$ cat config.mk
export PLATFORM = sky130hd
export DESIGN_NAME = mbt_block_transfer
export DESIGN_NICKNAME = d
export VERILOG_FILES = /design/src/rtl/mbt_pkg.sv /design/src/rtl/mbt_block_transfer.sv
export VERILOG_INCLUDE_DIRS = /design/src /design/src/rtl
export SDC_FILE = /design/constraint.sdc
export NUM_CORES = 1
export LEC_CHECK = 0
export BUFFER_PORTS_ARGS = -buffer_cell sky130_fd_sc_hd__buf_2
export CAP_MARGIN = 10
export CORE_MARGIN = 3
export CORE_UTILIZATION = 35
export CTS_CLUSTER_SIZE = 10
export DETAILED_ROUTE_END_ITERATION = 12
export PLACE_DENSITY_LB_ADDON = 0.25
export SLEW_MARGIN = 15
export SYNTH_ARGS = -nofsm -noshare
export SYNTH_HDL_FRONTEND = slang
export SYNTH_HIERARCHICAL = 1
export SYNTH_SLANG_ARGS = --single-unit
$ cat constraint.sdc
create_clock -name i_core_clk -period 3.95 [get_ports i_core_clk]
set_input_delay 0.79 -clock i_core_clk [delete_from_list [all_inputs] [get_ports i_core_clk]]
set_output_delay 0.79 -clock i_core_clk [all_outputs]
set_load 0.005 [all_outputs]
$ cat src/rtl/mbt_defs.svh
// Constants of the marker block transfer engine
`ifndef MBT_DEFS_SVH
`define MBT_DEFS_SVH
`define MBT_LEN_W        11
`define MBT_MAX_COUNT    11'h400
`define MBT_KIND_BYTE    2'h0
`define MBT_KIND_WORD    2'h1
`define MBT_KIND_DWORD   2'h2
`define MBT_WORD_SHIFT   1
`define MBT_DWORD_SHIFT  2
`define MBT_INDEX_BASE   32'h1
`define MBT_FILL_SRC_LEN 32'h1
`define MBT_FIFO_DEPTH   8
`endif

$ cat src/rtl/mbt_pkg.sv
// Types shared by the marker block transfer engine
package mbt_pkg;
   typedef struct packed {
      logic [31:0] src_off;
      logic [31:0] dst_off;
   } mbt_span_type;
   typedef enum logic [1:0] {
      MBT_RD_IDLE,
      MBT_RD_REQ,
      MBT_RD_WAIT,
      MBT_RD_PUSH
   } mbt_rd_state_type;
endpackage

$ cat src/rtl/mbt_block_transfer.sv
// Marker block transfer engine with its byte FIFO
//
// Notes on behaviour
// - A double-word marker index x gives the byte offset (x-1)*4.
// - A word marker index x gives the byte offset (x-1)*2.
// - Parameter errors show on the error outputs all the time while running.
// - Every transfer moves single marker bytes whatever the address operand width.
// - The enable input activates the block when high if enable-release is set.
// - With enable-release cleared the block is always enabled and ignores enable.
// - Only a rising trigger edge starts a transfer; a steady high does not.
// - Byte-kind address inputs are byte offsets from the first marker byte, zero being that byte.
// - Fill mode reads one source byte and writes it to every destination byte.
// - Copy mode copies the whole block of count bytes from source to destination.
// - A word or double-word fill source uses its least significant byte.
// - Count overrun of either range raises the overrun error and blocks the transfer.
// - Range checks are evaluated every cycle, trigger or not.
// - Overlap is legal in copy mode and the legacy error output stays low.
// - A range outside memory or a zero count raises the range error and blocks.
`timescale 1ns/1ps
`include "mbt_defs.svh"

module mbt_fifo #(
   parameter int WIDTH = 8,
   parameter int DEPTH = `MBT_FIFO_DEPTH
) (
   input  wire logic             i_clk,
   input  wire logic             i_rst_n,
   input  wire logic             i_in_valid,
   output logic                  o_in_ready,
   input  wire logic [WIDTH-1:0] i_in_data,
   output logic                  o_out_valid,
   input  wire logic             i_out_ready,
   output logic      [WIDTH-1:0] o_out_data
);
   localparam int PW = $clog2(DEPTH);
   logic [WIDTH-1:0] mem [DEPTH];
   logic [PW-1:0]    wr_ptr;
   logic [PW-1:0]    rd_ptr;
   logic [PW:0]      fill;
   wire              push = i_in_valid && o_in_ready;
   wire              pop  = o_out_valid && i_out_ready;

   assign o_in_ready  = (fill != (PW+1)'(DEPTH));
   assign o_out_valid = (fill != '0);
   assign o_out_data  = mem[rd_ptr];

   always_ff @(posedge i_clk) begin
      if (push) begin
         mem[wr_ptr] <= i_in_data;
      end
   end

   always_ff @(posedge i_clk or negedge i_rst_n) begin
      if (!i_rst_n) begin
         wr_ptr <= '0;
         rd_ptr <= '0;
         fill   <= '0;
      end else begin
         if (push) begin
            wr_ptr <= (wr_ptr == PW'(DEPTH - 1)) ? '0 : wr_ptr + 1'b1;
         end
         if (pop) begin
            rd_ptr <= (rd_ptr == PW'(DEPTH - 1)) ? '0 : rd_ptr + 1'b1;
         end
         fill <= fill + (PW+1)'(push) - (PW+1)'(pop);
      end
   end
endmodule

module mbt_block_transfer #(
   parameter int AW        = 16,
   parameter int CW        = 16,
   parameter int MEM_BYTES = 512,
   parameter int MAW       = $clog2(MEM_BYTES)
) (
   input  wire logic           i_core_clk,
   input  wire logic           i_resetn,
   input  wire logic           i_enable,
   input  wire logic           i_enable_release,
   input  wire logic           i_trigger,
   input  wire logic           i_fill_mode,
   input  wire logic [AW-1:0]  i_source_offset,
   input  wire logic [1:0]     i_source_kind,
   input  wire logic [AW-1:0]  i_dest_offset,
   input  wire logic [1:0]     i_dest_kind,
   input  wire logic [CW-1:0]  i_count,
   output logic                o_mem_rd_en,
   output logic      [MAW-1:0] o_mem_rd_addr,
   input  wire logic           i_mem_rd_valid,
   input  wire logic [7:0]     i_mem_rd_data,
   output logic                o_mem_wr_en,
   output logic      [MAW-1:0] o_mem_wr_addr,
   output logic      [7:0]     o_mem_wr_data,
   input  wire logic           i_mem_wr_ready,
   output logic                o_busy,
   output logic                o_done,
   output logic                o_count_overrun_err,
   output logic                o_legacy_error_out,
   output logic                o_address_range_err
);
   localparam int LW = `MBT_LEN_W;

   logic                      rst_meta_n;
   logic                      rst_n;
   logic                      trig_q;
   mbt_pkg::mbt_rd_state_type rd_state;
   mbt_pkg::mbt_rd_state_type next_rd_state;
   logic                      fill_q;
   logic                      down_q;
   logic [7:0]                byte_q;
   logic [LW-1:0]             rd_left;
   logic [LW-1:0]             wr_left;
   logic [MAW-1:0]            wr_next;
   mbt_pkg::mbt_span_type     span;

   // Reset release through two flops
   always_ff @(posedge i_core_clk or negedge i_resetn) begin
      if (!i_resetn) begin
         rst_meta_n <= 1'b0;
         rst_n      <= 1'b0;
      end else begin
         rst_meta_n <= 1'b1;
         rst_n      <= rst_meta_n;
      end
   end

   // raw byte offsets from the first marker byte
   wire [31:0] src_m1   = 32'(i_source_offset) - `MBT_INDEX_BASE;
   wire [31:0] dst_m1   = 32'(i_dest_offset) - `MBT_INDEX_BASE;
   assign span.src_off  = (i_source_kind == `MBT_KIND_WORD)  ? (src_m1 << `MBT_WORD_SHIFT)
                        : (i_source_kind == `MBT_KIND_DWORD) ? (src_m1 << `MBT_DWORD_SHIFT)
                        : 32'(i_source_offset);
   assign span.dst_off  = (i_dest_kind == `MBT_KIND_WORD)  ? (dst_m1 << `MBT_WORD_SHIFT)
                        : (i_dest_kind == `MBT_KIND_DWORD) ? (dst_m1 << `MBT_DWORD_SHIFT)
                        : 32'(i_dest_offset);

   // Index zero of a word or double word has no byte offset
   wire        src_bad  = (i_source_kind != `MBT_KIND_BYTE) && (i_source_offset == '0);
   wire        dst_bad  = (i_dest_kind != `MBT_KIND_BYTE) && (i_dest_offset == '0);
   wire [31:0] mem_size = 32'(MEM_BYTES);
   wire [31:0] count32  = 32'(i_count);
   // a fill source is the one byte at the operand's low address
   wire [31:0] src_len  = i_fill_mode ? `MBT_FILL_SRC_LEN : count32;

   // range outside memory or zero count
   wire range_err = src_bad || dst_bad || (i_count == '0)
                 || (span.src_off >= mem_size) || (span.dst_off >= mem_size);
   wire over_err  = !range_err
                 && ((count32 > 32'(`MBT_MAX_COUNT))
                 || (span.src_off + src_len > mem_size)
                 || (span.dst_off + count32 > mem_size));

   // release option cleared means always enabled
   // otherwise the enable input gates the block
   wire active    = !i_enable_release || i_enable;
   wire trig_rise = i_trigger && !trig_q;
   wire start     = active && trig_rise && !range_err && !over_err
                 && (rd_state == mbt_pkg::MBT_RD_IDLE) && !o_busy;

   // higher destination in copy mode walks downwards
   wire           go_down  = !i_fill_mode && (span.dst_off > span.src_off);
   wire [LW-1:0]  len      = LW'(i_count);
   wire [MAW-1:0] last_ofs = MAW'(i_count - CW'(1));
   wire [MAW-1:0] src_base = MAW'(span.src_off);
   wire [MAW-1:0] dst_base = MAW'(span.dst_off);
   wire [MAW-1:0] src_init = go_down ? src_base + last_ofs : src_base;
   wire [MAW-1:0] dst_init = go_down ? dst_base + last_ofs : dst_base;
   wire [MAW-1:0] rd_step  = down_q ? o_mem_rd_addr - 1'b1 : o_mem_rd_addr + 1'b1;
   wire [MAW-1:0] wr_step  = down_q ? wr_next - 1'b1 : wr_next + 1'b1;

   logic       f_in_ready;
   logic       f_out_valid;
   logic [7:0] f_out_data;
   wire        f_push   = (rd_state == mbt_pkg::MBT_RD_PUSH);
   wire        f_pull   = !o_mem_wr_en || i_mem_wr_ready;
   wire        pushed   = f_push && f_in_ready;
   wire        popped   = f_out_valid && f_pull;
   wire        wr_taken = o_mem_wr_en && i_mem_wr_ready;

   mbt_fifo #(
      .WIDTH (8),
      .DEPTH (`MBT_FIFO_DEPTH)
   ) u_fifo (
      .i_clk       (i_core_clk),
      .i_rst_n     (rst_n),
      .i_in_valid  (f_push),
      .o_in_ready  (f_in_ready),
      .i_in_data   (byte_q),
      .o_out_valid (f_out_valid),
      .i_out_ready (f_pull),
      .o_out_data  (f_out_data)
   );

   always_ff @(posedge i_core_clk or negedge rst_n) begin
      if (!rst_n) begin
         o_count_overrun_err <= 1'b0;
         o_address_range_err <= 1'b0;
         o_legacy_error_out  <= 1'b0;
         trig_q              <= 1'b0;
      end else begin
         o_count_overrun_err <= over_err;
         o_address_range_err <= range_err;
         o_legacy_error_out  <= 1'b0;
         trig_q              <= i_trigger;
      end
   end

   // Reader: fetches source bytes into the FIFO
   wire rd_last = (rd_left == LW'(1));
   wire rd_got  = (rd_state == mbt_pkg::MBT_RD_WAIT) && i_mem_rd_valid;

   always_comb begin
      next_rd_state = rd_state;
      case (rd_state)
         mbt_pkg::MBT_RD_IDLE: begin
            if (start) begin
               next_rd_state = mbt_pkg::MBT_RD_REQ;
            end
         end
         mbt_pkg::MBT_RD_REQ: begin
            next_rd_state = mbt_pkg::MBT_RD_WAIT;
         end
         mbt_pkg::MBT_RD_WAIT: begin
            if (i_mem_rd_valid) begin
               next_rd_state = mbt_pkg::MBT_RD_PUSH;
            end
         end
         mbt_pkg::MBT_RD_PUSH: begin
            if (pushed && rd_last) begin
               next_rd_state = mbt_pkg::MBT_RD_IDLE;
            end else if (pushed && !fill_q) begin
               next_rd_state = mbt_pkg::MBT_RD_REQ;
            end
         end
         default: begin
            next_rd_state = mbt_pkg::MBT_RD_IDLE;
         end
      endcase
   end

   always_ff @(posedge i_core_clk or negedge rst_n) begin
      if (!rst_n) begin
         rd_state    <= mbt_pkg::MBT_RD_IDLE;
         o_mem_rd_en <= 1'h0;
      end else begin
         rd_state    <= next_rd_state;
         o_mem_rd_en <= (rd_state == mbt_pkg::MBT_RD_REQ);
      end
   end

   // Mode and direction held for the whole transfer
   always_ff @(posedge i_core_clk or negedge rst_n) begin
      if (!rst_n) begin
         fill_q <= 1'h0;
         down_q <= 1'h0;
      end else if (start) begin
         fill_q <= i_fill_mode;
         down_q <= go_down;
      end
   end

   // Read address and bytes still to fetch
   always_ff @(posedge i_core_clk or negedge rst_n) begin
      if (!rst_n) begin
         o_mem_rd_addr <= '0;
         rd_left       <= '0;
      end else if (start) begin
         o_mem_rd_addr <= src_init;
         rd_left       <= len;
      end else if (pushed) begin
         rd_left <= rd_left - 1'h1;
         if (!fill_q && !rd_last) begin
            o_mem_rd_addr <= rd_step;
         end
      end
   end

   // Byte returned by the memory
   always_ff @(posedge i_core_clk or negedge rst_n) begin
      if (!rst_n) begin
         byte_q <= '0;
      end else if (rd_got) begin
         byte_q <= i_mem_rd_data;
      end
   end

   // Writer: drains the FIFO one byte per accepted write
   // byte granularity in both modes
   wire wr_last = (wr_left == LW'(1));

   always_ff @(posedge i_core_clk or negedge rst_n) begin
      if (!rst_n) begin
         o_mem_wr_en   <= 1'h0;
         o_mem_wr_addr <= '0;
         o_mem_wr_data <= '0;
      end else if (popped) begin
         o_mem_wr_en   <= 1'h1;
         o_mem_wr_addr <= wr_next;
         o_mem_wr_data <= f_out_data;
      end else if (wr_taken) begin
         o_mem_wr_en <= 1'h0;
      end
   end

   // Write address and bytes still to store
   always_ff @(posedge i_core_clk or negedge rst_n) begin
      if (!rst_n) begin
         wr_next <= '0;
         wr_left <= '0;
      end else if (start) begin
         wr_next <= dst_init;
         wr_left <= len;
      end else begin
         if (popped) begin
            wr_next <= wr_step;
         end
         if (wr_taken) begin
            wr_left <= wr_left - 1'h1;
         end
      end
   end

   // Busy from start to the last accepted write
   always_ff @(posedge i_core_clk or negedge rst_n) begin
      if (!rst_n) begin
         o_busy <= 1'h0;
         o_done <= 1'h0;
      end else begin
         o_done <= wr_taken && wr_last;
         if (start) begin
            o_busy <= 1'h1;
         end else if (wr_taken && wr_last) begin
            o_busy <= 1'h0;
         end
      end
   end
endmodule

==> results of run 1 <==
## kinds of logic (layout without fill, tap and decap cells)
logic type      count (synthesis)  after routing
compound gates                305            305
mux                           116            116
fa+ha+maj                     110            110
simple gates                  389            389
other cells                     2              2
buf+inv                       126            525
flops                         152            152
xor+xnor                       87             87
## synthesized netlist by cell type, types with 5 or more instances
| cell | instances |
|---|---|
| a211o_1 | 5 |
| a211oi_1 | 12 |
| a21boi_0 | 11 |
| a21o_1 | 33 |
| a21oi_1 | 70 |
| a31oi_1 | 8 |
| and2_1 | 5 |
| and3_1 | 5 |
| buf_6 | 5 |
| clkbuf_1 | 35 |
| dfrtp_1 | 88 |
| edfxtp_1 | 64 |
| fa_1 | 7 |
| ha_1 | 103 |
| inv_1 | 73 |
| mux2_2 | 33 |
| mux2_4 | 25 |
| mux2i_1 | 39 |
| mux4_1 | 8 |
| mux4_2 | 8 |
| nand2_1 | 95 |
| nand2b_1 | 23 |
| nand3_1 | 22 |
| nand4_1 | 16 |
| nor2_1 | 83 |
| nor2b_1 | 27 |
| nor3_1 | 35 |
| nor3b_1 | 6 |
| nor4_1 | 20 |
| o211ai_1 | 10 |
| o21a_1 | 8 |
| o21ai_0 | 70 |
| o21bai_1 | 8 |
| o22ai_1 | 7 |
| o31ai_1 | 8 |
| o41ai_1 | 5 |
| or2_2 | 6 |
| or3_1 | 13 |
| or4_1 | 7 |
| xnor2_1 | 46 |
| xor2_1 | 41 |
## cell type report
class	instances	area, um2
fill	3311	18100
multi-input combinational	1009	8190
sequential	152	4130
timing repair buffer	418	3030
tap	455	569
clock buffer	24	537
inverter	75	283
clock inverter	8	53.8
## worst max-delay path, cell delays in order
cell,delay (ps)
buf_2,130
inv_2,80
ha_4,140
or3b_4,390
buf_6,140
nor4_4,310
mux2_4,330
o32a_1,210
inv_1,110
ha_4,210
o21a_1,110
o21ai_1,130
a21oi_1,50
o21ai_1,100
mux2i_1,120
a211o_1,310
a2111oi_4,290
o2111a_2,280
and3_4,290
clkbuf_16,180
mux2_4,290
## worst min-delay path by stage
| stage | slack, ps | from | to | cells after the start |
|---|---|---|---|---|
| 2_1_floorplan | 330 | rst_meta_n | rst_n | 0 |
| 3_3_place_gp | 340 | rst_meta_n | rst_n | 0 |
| 3_5_place_dp | 350 | rst_meta_n | rst_n | 0 |
| 4_1_cts | 120 | i_resetn | rst_n | 1 |
| 5_1_grt | 130 | i_resetn | rst_n | 1 |
| 6_report | 140 | i_resetn | rst_n | 1 |
## flip-flops by register name, indices dropped and copies added, names as in the netlist, 2 cells and up
register	flops
rd_state	2
u_fifo/fill	4
o_mem_wr_data	8
u_fifo/rd_ptr	3
u_fifo/wr_ptr	3
wr_left	11
wr_next	9
byte_q	8
o_mem_wr_addr	9
u_fifo/mem	64
rd_left	11
o_mem_rd_addr	9
## layer usage
| metal | routed length, um | vias to the layer above | global-route usage |
|---|---|---|---|
| met5 | 0 | - | 0 |
| met4 | 548 | 0 | 0.0401 |
| met3 | 1110 | 27 | 0.0202 |
| met2 | 17000 | 194 | 0.309 |
| met1 | 17900 | 5311 | 0.273 |
| li1 | - | 5538 | - |
## repair_timing
item                       CTS  global route
hold buffers                 0             0
pin swaps                    4            16
setup endpoints to repair   46            46
resized for setup           38            35
buffers inserted            17            11
cloned                       0             2
## through the flow
step | power (uW) | std cells | util | worst slack [ps] | hold WS, ps
finish | 5740 | 2141 | 0.481 | -740 | 142
global route | 6100 | 2141 | 0.481 | -920 | 127
CTS | 5740 | 2132 | 0.473 | -705 | 122
detailed placement | 4090 | 2083 | 0.448 | -1280 | 346
global placement | 4050 | 2083 | 0.448 | -1230 | 337
floorplan | 3330 | 1287 | - | -934 | 331
## report_power, final
group          total, uW  switching, uW  internal [uW]  leakage, uW
sequential          2040            242           1800      0.00150
clock               1580            625            956     0.000288
combinational       2120           1020           1100      0.00552
## layout by cell type, fill, tap and decap left out, types with 12 or more instances in the layout
master	n
dfrtp_1	87
nor4_1	18
clkbuf_16	23
buf_6	12
nor2_1	82
nor3_1	31
inv_1	70
mux2i_1	38
nand3_1	22
o21ai_0	62
edfxtp_1	64
mux2_4	29
buf_4	303
buf_2	97
mux2_2	32
or3_1	12
a21o_1	33
o21ai_1	12
ha_1	95
xnor2_1	46
a21oi_1	62
nand4_1	16
xor2_1	41
nand2b_1	23
nand2_1	95
nor2b_1	27
==> results.tsv, run 1 <==
stage	metric	value	unit
clock_tree	cts_root_buf	clkbuf_16	
synthesis	yosysTopAreaCellShare	0.176	
timing	layout_min_cycle_time	4690	ps
critical_path	cp_max_fo	6	
timing	final.setup.tns	-31640	ps
final_layout	drive_gt1_frac	0.353	
placed_design	globalplace.congestion	0.923	
status	status	finished, violations left	
synthesis	yosysUniqueCellTypes	88	
synthesis	synth_nets	1465	
synthesis	synth-xor-area-share	0.0609	
synthesis	ys_seq_area_frac	0.330	
synthesis	ys_warn_count	6	
hold_path	hold_path.class	primary input to async pin	
power_and_ir_drop	vdd_drop_max	0.327	mV
synthesis	synth_top_family_by_area	simple AND/OR/NAND/NOR gates	
clock_tree	htreeDepth	4	
critical_path	r2r_start	down_q	
synthesis	synthAdderAreaFrac	0.114	
grt	antenna_found_initial	0	
synthesis	synth_edf_count	64	
synthesis	synthMuxAreaShare	0.125	
die	die_x	195	um
grt	grt.total_usage	0.189	
critical_path	crit_type	primary input to register	
synthesis	synth.avg_cell_area	9.72	um2
die	core-area	34900	um2
critical_path	rrSetupSlack	830	ps
synthesis	synth_compound_area_frac	0.160	
timing	setup_ws	-740	ps
timing	clock_skew	12.1	ps
route	wl_per_cell	17.1	um
timing	finalHoldViolations	0	
route	firstDrtPassIters	5	
route	vias	11100	
placed_design	placed_cell_area	15600	um2
synthesis	ys_seq_elements	152	
synthesis	syn_inst	1287	
grt	grt_pass1_vias	11000	
critical_path	endpoint	rd_left[6]	
route	ant_nets	0	
critical_path	r2r-end	wr_next[8]	
clock_tree	clock_latency	420	ps
route	drt-total-wl	36.5	mm
synthesis	synth_simple_gate_area_frac	0.163	
timing	rsz0062_at_grt	true	
final_layout	design_area	16800	um2
route	avgViaCountPerCell	5.17	
route	drt_iter0_drc	584	
synthesis	synth_flop_cell	dfrtp_1	
clock_tree	cts_tree	yes	
grt	grt_max_degree	59	
status	failed_checks	negative setup slack	
clock_tree	numCtsBuffers	17	
timing	setup_viol	46	
die	die_h	195	um
grt	grt_pass1_wl	58.6	mm
die	io_pins	101	
die	start_util	0.358	
synthesis	synth_area_leaders	dfrtp_1, edfxtp_1, ha_1, xnor2_1, mux2i_1	
clock_tree	clkSlewWorstSetupHoldPaths	60	ps
placed_design	hpwl	29.2	mm
timing	max-slew-margin-rel	0.312	
final_layout	synthToLayoutAreaGrowth	34.3	%
power_and_ir_drop	p_leak	0.00731	uW
flow_run	drv_cap	0	
clock_tree	max-clock-path-buffers	2	
critical_path	cp.arrival	4990	ps
critical_path	end_kind	register	
critical_path	ff2ff_path_depth	12	
critical_path	required	4250	ps
placed_design	port_buffers	99	
die	core.rowCount	68	
route	drc_errors	0	
grt	grt_overflow_total	0	
power_and_ir_drop	pwr_density_cell	342	nW/um2
critical_path	crit_start	i_source_offset[0]	
critical_path	start_kind	primary input	
timing	period_share	1.19	
timing	drv_slew	0	
timing	fmax	213	MHz
die	die-area	38000	um2
synthesis	async_flop_share	0.579	
synthesis	synth_top_area_cell	dfrtp_1	
timing	worst_slew_pin_slew	1030	ps
final_layout	diodes	0	
clock_tree	cts.sinks	152	
synthesis	syn-cell-area	12500	um2
final_layout	layout.nets	1851	
Note: power is estimated with default switching activity, not from simulation.
==> inputs of run 2 (changes only) <==
Settings changed: CELL_PAD_IN_SITES_DETAIL_PLACEMENT set to 0, CELL_PAD_IN_SITES_GLOBAL_PLACEMENT set to 1.
==> run 2 against run 1 <==
  * The flow still finishes with violations (negative setup slack)
  * Power about the same
  * Flip-flop and latch count unchanged
  * Sequential power about the same
  * First-iteration DRC count down 7.4%
  * Die area unchanged
  * Via count down 0.81%
  * Critical path type unchanged
==> results.tsv, run 2 (synthesis gave the netlist of run 1 again) <==
stage	metric	value	unit	change
timing	fmax	209	MHz	-1.8%
timing	clock_skew	13.3	ps	+1.19 ps
placed_design	port_buffers	99		unchanged
die	core-area	34900	um2	unchanged
route	drc_errors	0		unchanged
placed_design	placed_cell_area	15600	um2	-0.27%
timing	finalHoldViolations	0		unchanged
final_layout	diodes	0		unchanged
route	vias	11000		-0.81%
final_layout	synthToLayoutAreaGrowth	32.8	%	
grt	antenna_found_initial	0		unchanged
timing	worst_slew_pin_slew	1070	ps	+38.8 ps
clock_tree	cts_hold_buf	0		unchanged
grt	grt_overflow_total	0		unchanged
die	die_x	195	um	unchanged
status	status	finished, violations left		
final_layout	multi_input_comb_area	8160	um2	-0.35%
die	die_h	195	um	unchanged
timing	period_share	1.21		+0.0223
final_layout	layout_common_cells	buf_4, ha_1, buf_2		
timing	setup_viol	46		unchanged
placed_design	hpwl	29.7	mm	+1.5%
final_layout	largest_register_ffs	64		unchanged
route	wl_per_cell	17.5	um	+2.3%
clock_tree	htreeDepth	4		unchanged
final_layout	design_area	16600	um2	-1.1%
grt	grt_max_degree	54		-8.5%
timing	drv_slew	0		unchanged
die	core.rowCount	68		unchanged
die	start_util	0.358		unchanged
critical_path	required	4260	ps	about the same
clock_tree	clkSlewWorstSetupHoldPaths	70	ps	about the same
final_layout	final_common_cell	buf_4		
clock_tree	clock_latency	430	ps	about the same
route	drt_iter0_drc	541		-7.4%
critical_path	crit_type	primary input to register		
clock_tree	cts_tree	yes		
critical_path	r2r_start	down_q		
flow_run	drv_cap	0		unchanged
critical_path	rrSetupSlack	1150	ps	+320 ps
route	ant_nets	0		unchanged
timing	layout_min_cycle_time	4780	ps	+87.9 ps
critical_path	crit_start	i_dest_offset[4]		
final_layout	reg_top3	u_fifo/mem (64), rd_left (11), wr_left (11)		
route	avgViaCountPerCell	5.19		+0.36%
grt	grt_pass1_vias	10900		-0.96%
grt	grt_pass1_wl	58.1	mm	-0.77%
critical_path	cp.arrival	5080	ps	+90 ps
route	firstDrtPassIters	5		unchanged
critical_path	end_kind	register		
grt	grt.total_usage	0.190		+0.000664
clock_tree	max-clock-path-buffers	2		unchanged
final_layout	layout.nets	1826		-1.4%
critical_path	start_kind	primary input		
timing	rsz0062_at_grt	true		
timing	holdWs	129	ps	-12.6 ps
power_and_ir_drop	p_leak	0.00723	uW	-1.2%
final_layout	regArea	4130	um2	unchanged
route	drt-total-wl	36.9	mm	+1.1%
final_layout	drive_gt1_frac	0.340		-0.0133
timing	max-slew-margin-rel	0.282		-0.0298
die	io_pins	101		unchanged
status	failed_checks	negative setup slack		
critical_path	cp_max_fo	5		-1
hold_path	hold_path.class	primary input to async pin		
placed_design	globalplace.congestion	0.867		-6.0%
clock_tree	numCtsBuffers	17		unchanged
power_and_ir_drop	vdd_drop_max	0.307	mV	-6.2%
clock_tree	cts.sinks	152		unchanged
final_layout	n_fill_cell	3373		+1.9%
final_layout	top_register	u_fifo/mem		
clock_tree	cts_root_buf	clkbuf_16		
timing	setup_ws	-828	ps	-87.9 ps
die	die-area	38000	um2	unchanged
power_and_ir_drop	pwr_density_cell	346	nW/um2	+1.1%
## run 2: metrics by stage
step / instances / total power (uW) / TNS (ps) / util / worst slack, ps
6_report: 2116 / 5740 / -34890 / 0.476 / -828
5_1_grt: 2116 / 6110 / -42940 / 0.476 / -1000
4_1_cts: 2110 / 5750 / -34850 / 0.468 / -829
3_5_place_dp: 2075 / 4090 / -58440 / 0.447 / -1350
3_3_place_gp: 2075 / 4050 / -54000 / 0.447 / -1240
2_1_floorplan: 1287 / 3330 / -37370 / - / -934
## run 2: worst max-delay path: stages
cell and delay (ps):
buf_8 100, or4_4 590, o31ai_4 190, nand2_1 70
o211ai_1 150, o31a_1 200, inv_2 60, ha_4 230
and3_4 180, and4_1 190, o21a_1 130, or3_4 340
a2111oi_4 350, nand4_1 210, a2111oi_4 230, o2111a_2 280
and3_4 290, clkbuf_16 180, mux2_4 300
## run 2: worst paths after layout
check | end | depth (start not counted)
hold reg to reg | rst_n | 0
hold / removal | rst_meta_n | 1
max in group asynchronous | o_mem_wr_addr[7] | 1
min in group i_core_clk | rst_n | 0
setup reg to reg | o_mem_rd_addr[8] | 12
setup / recovery | down_q | 19
## run 2: metal layers
layer | global-route usage | vias up | wire, um
met5 | 0 | - | 0
met4 | 0.0420 | 0 | 499
met3 | 0.0171 | 28 | 946
met2 | 0.343 | 189 | 19000
met1 | 0.247 | 5277 | 16500
li1 | - | 5486 | -
## run 2: power by group
part / leakage [uW] / total, uW / internal, uW / switching [uW]
combinational: 0.00543 / 2090 / 1070 / 1010
clock: 0.000293 / 1620 / 859 / 765
sequential: 0.00150 / 2030 / 1800 / 235
total: 0.00723 / 5740 / 3730 / 2010
## run 2: cell type report
class | count | area share
Clock buffer | 17 | 0.0256
Multi-Input combinational cell | 1009 | 0.492
Inverter | 75 | 0.0170
Timing Repair Buffer | 393 | 0.172
Sequential cell | 152 | 0.249
Clock inverter | 15 | 0.0110
Tap cell | 455 | 0.0343
## run 2: repair_timing
action,4_1_cts,5_1_grt
setup buffers,2,5
setup endpoints to repair,46,46
gates cloned,1,2
pin swaps,2,16
gates resized for setup,19,40
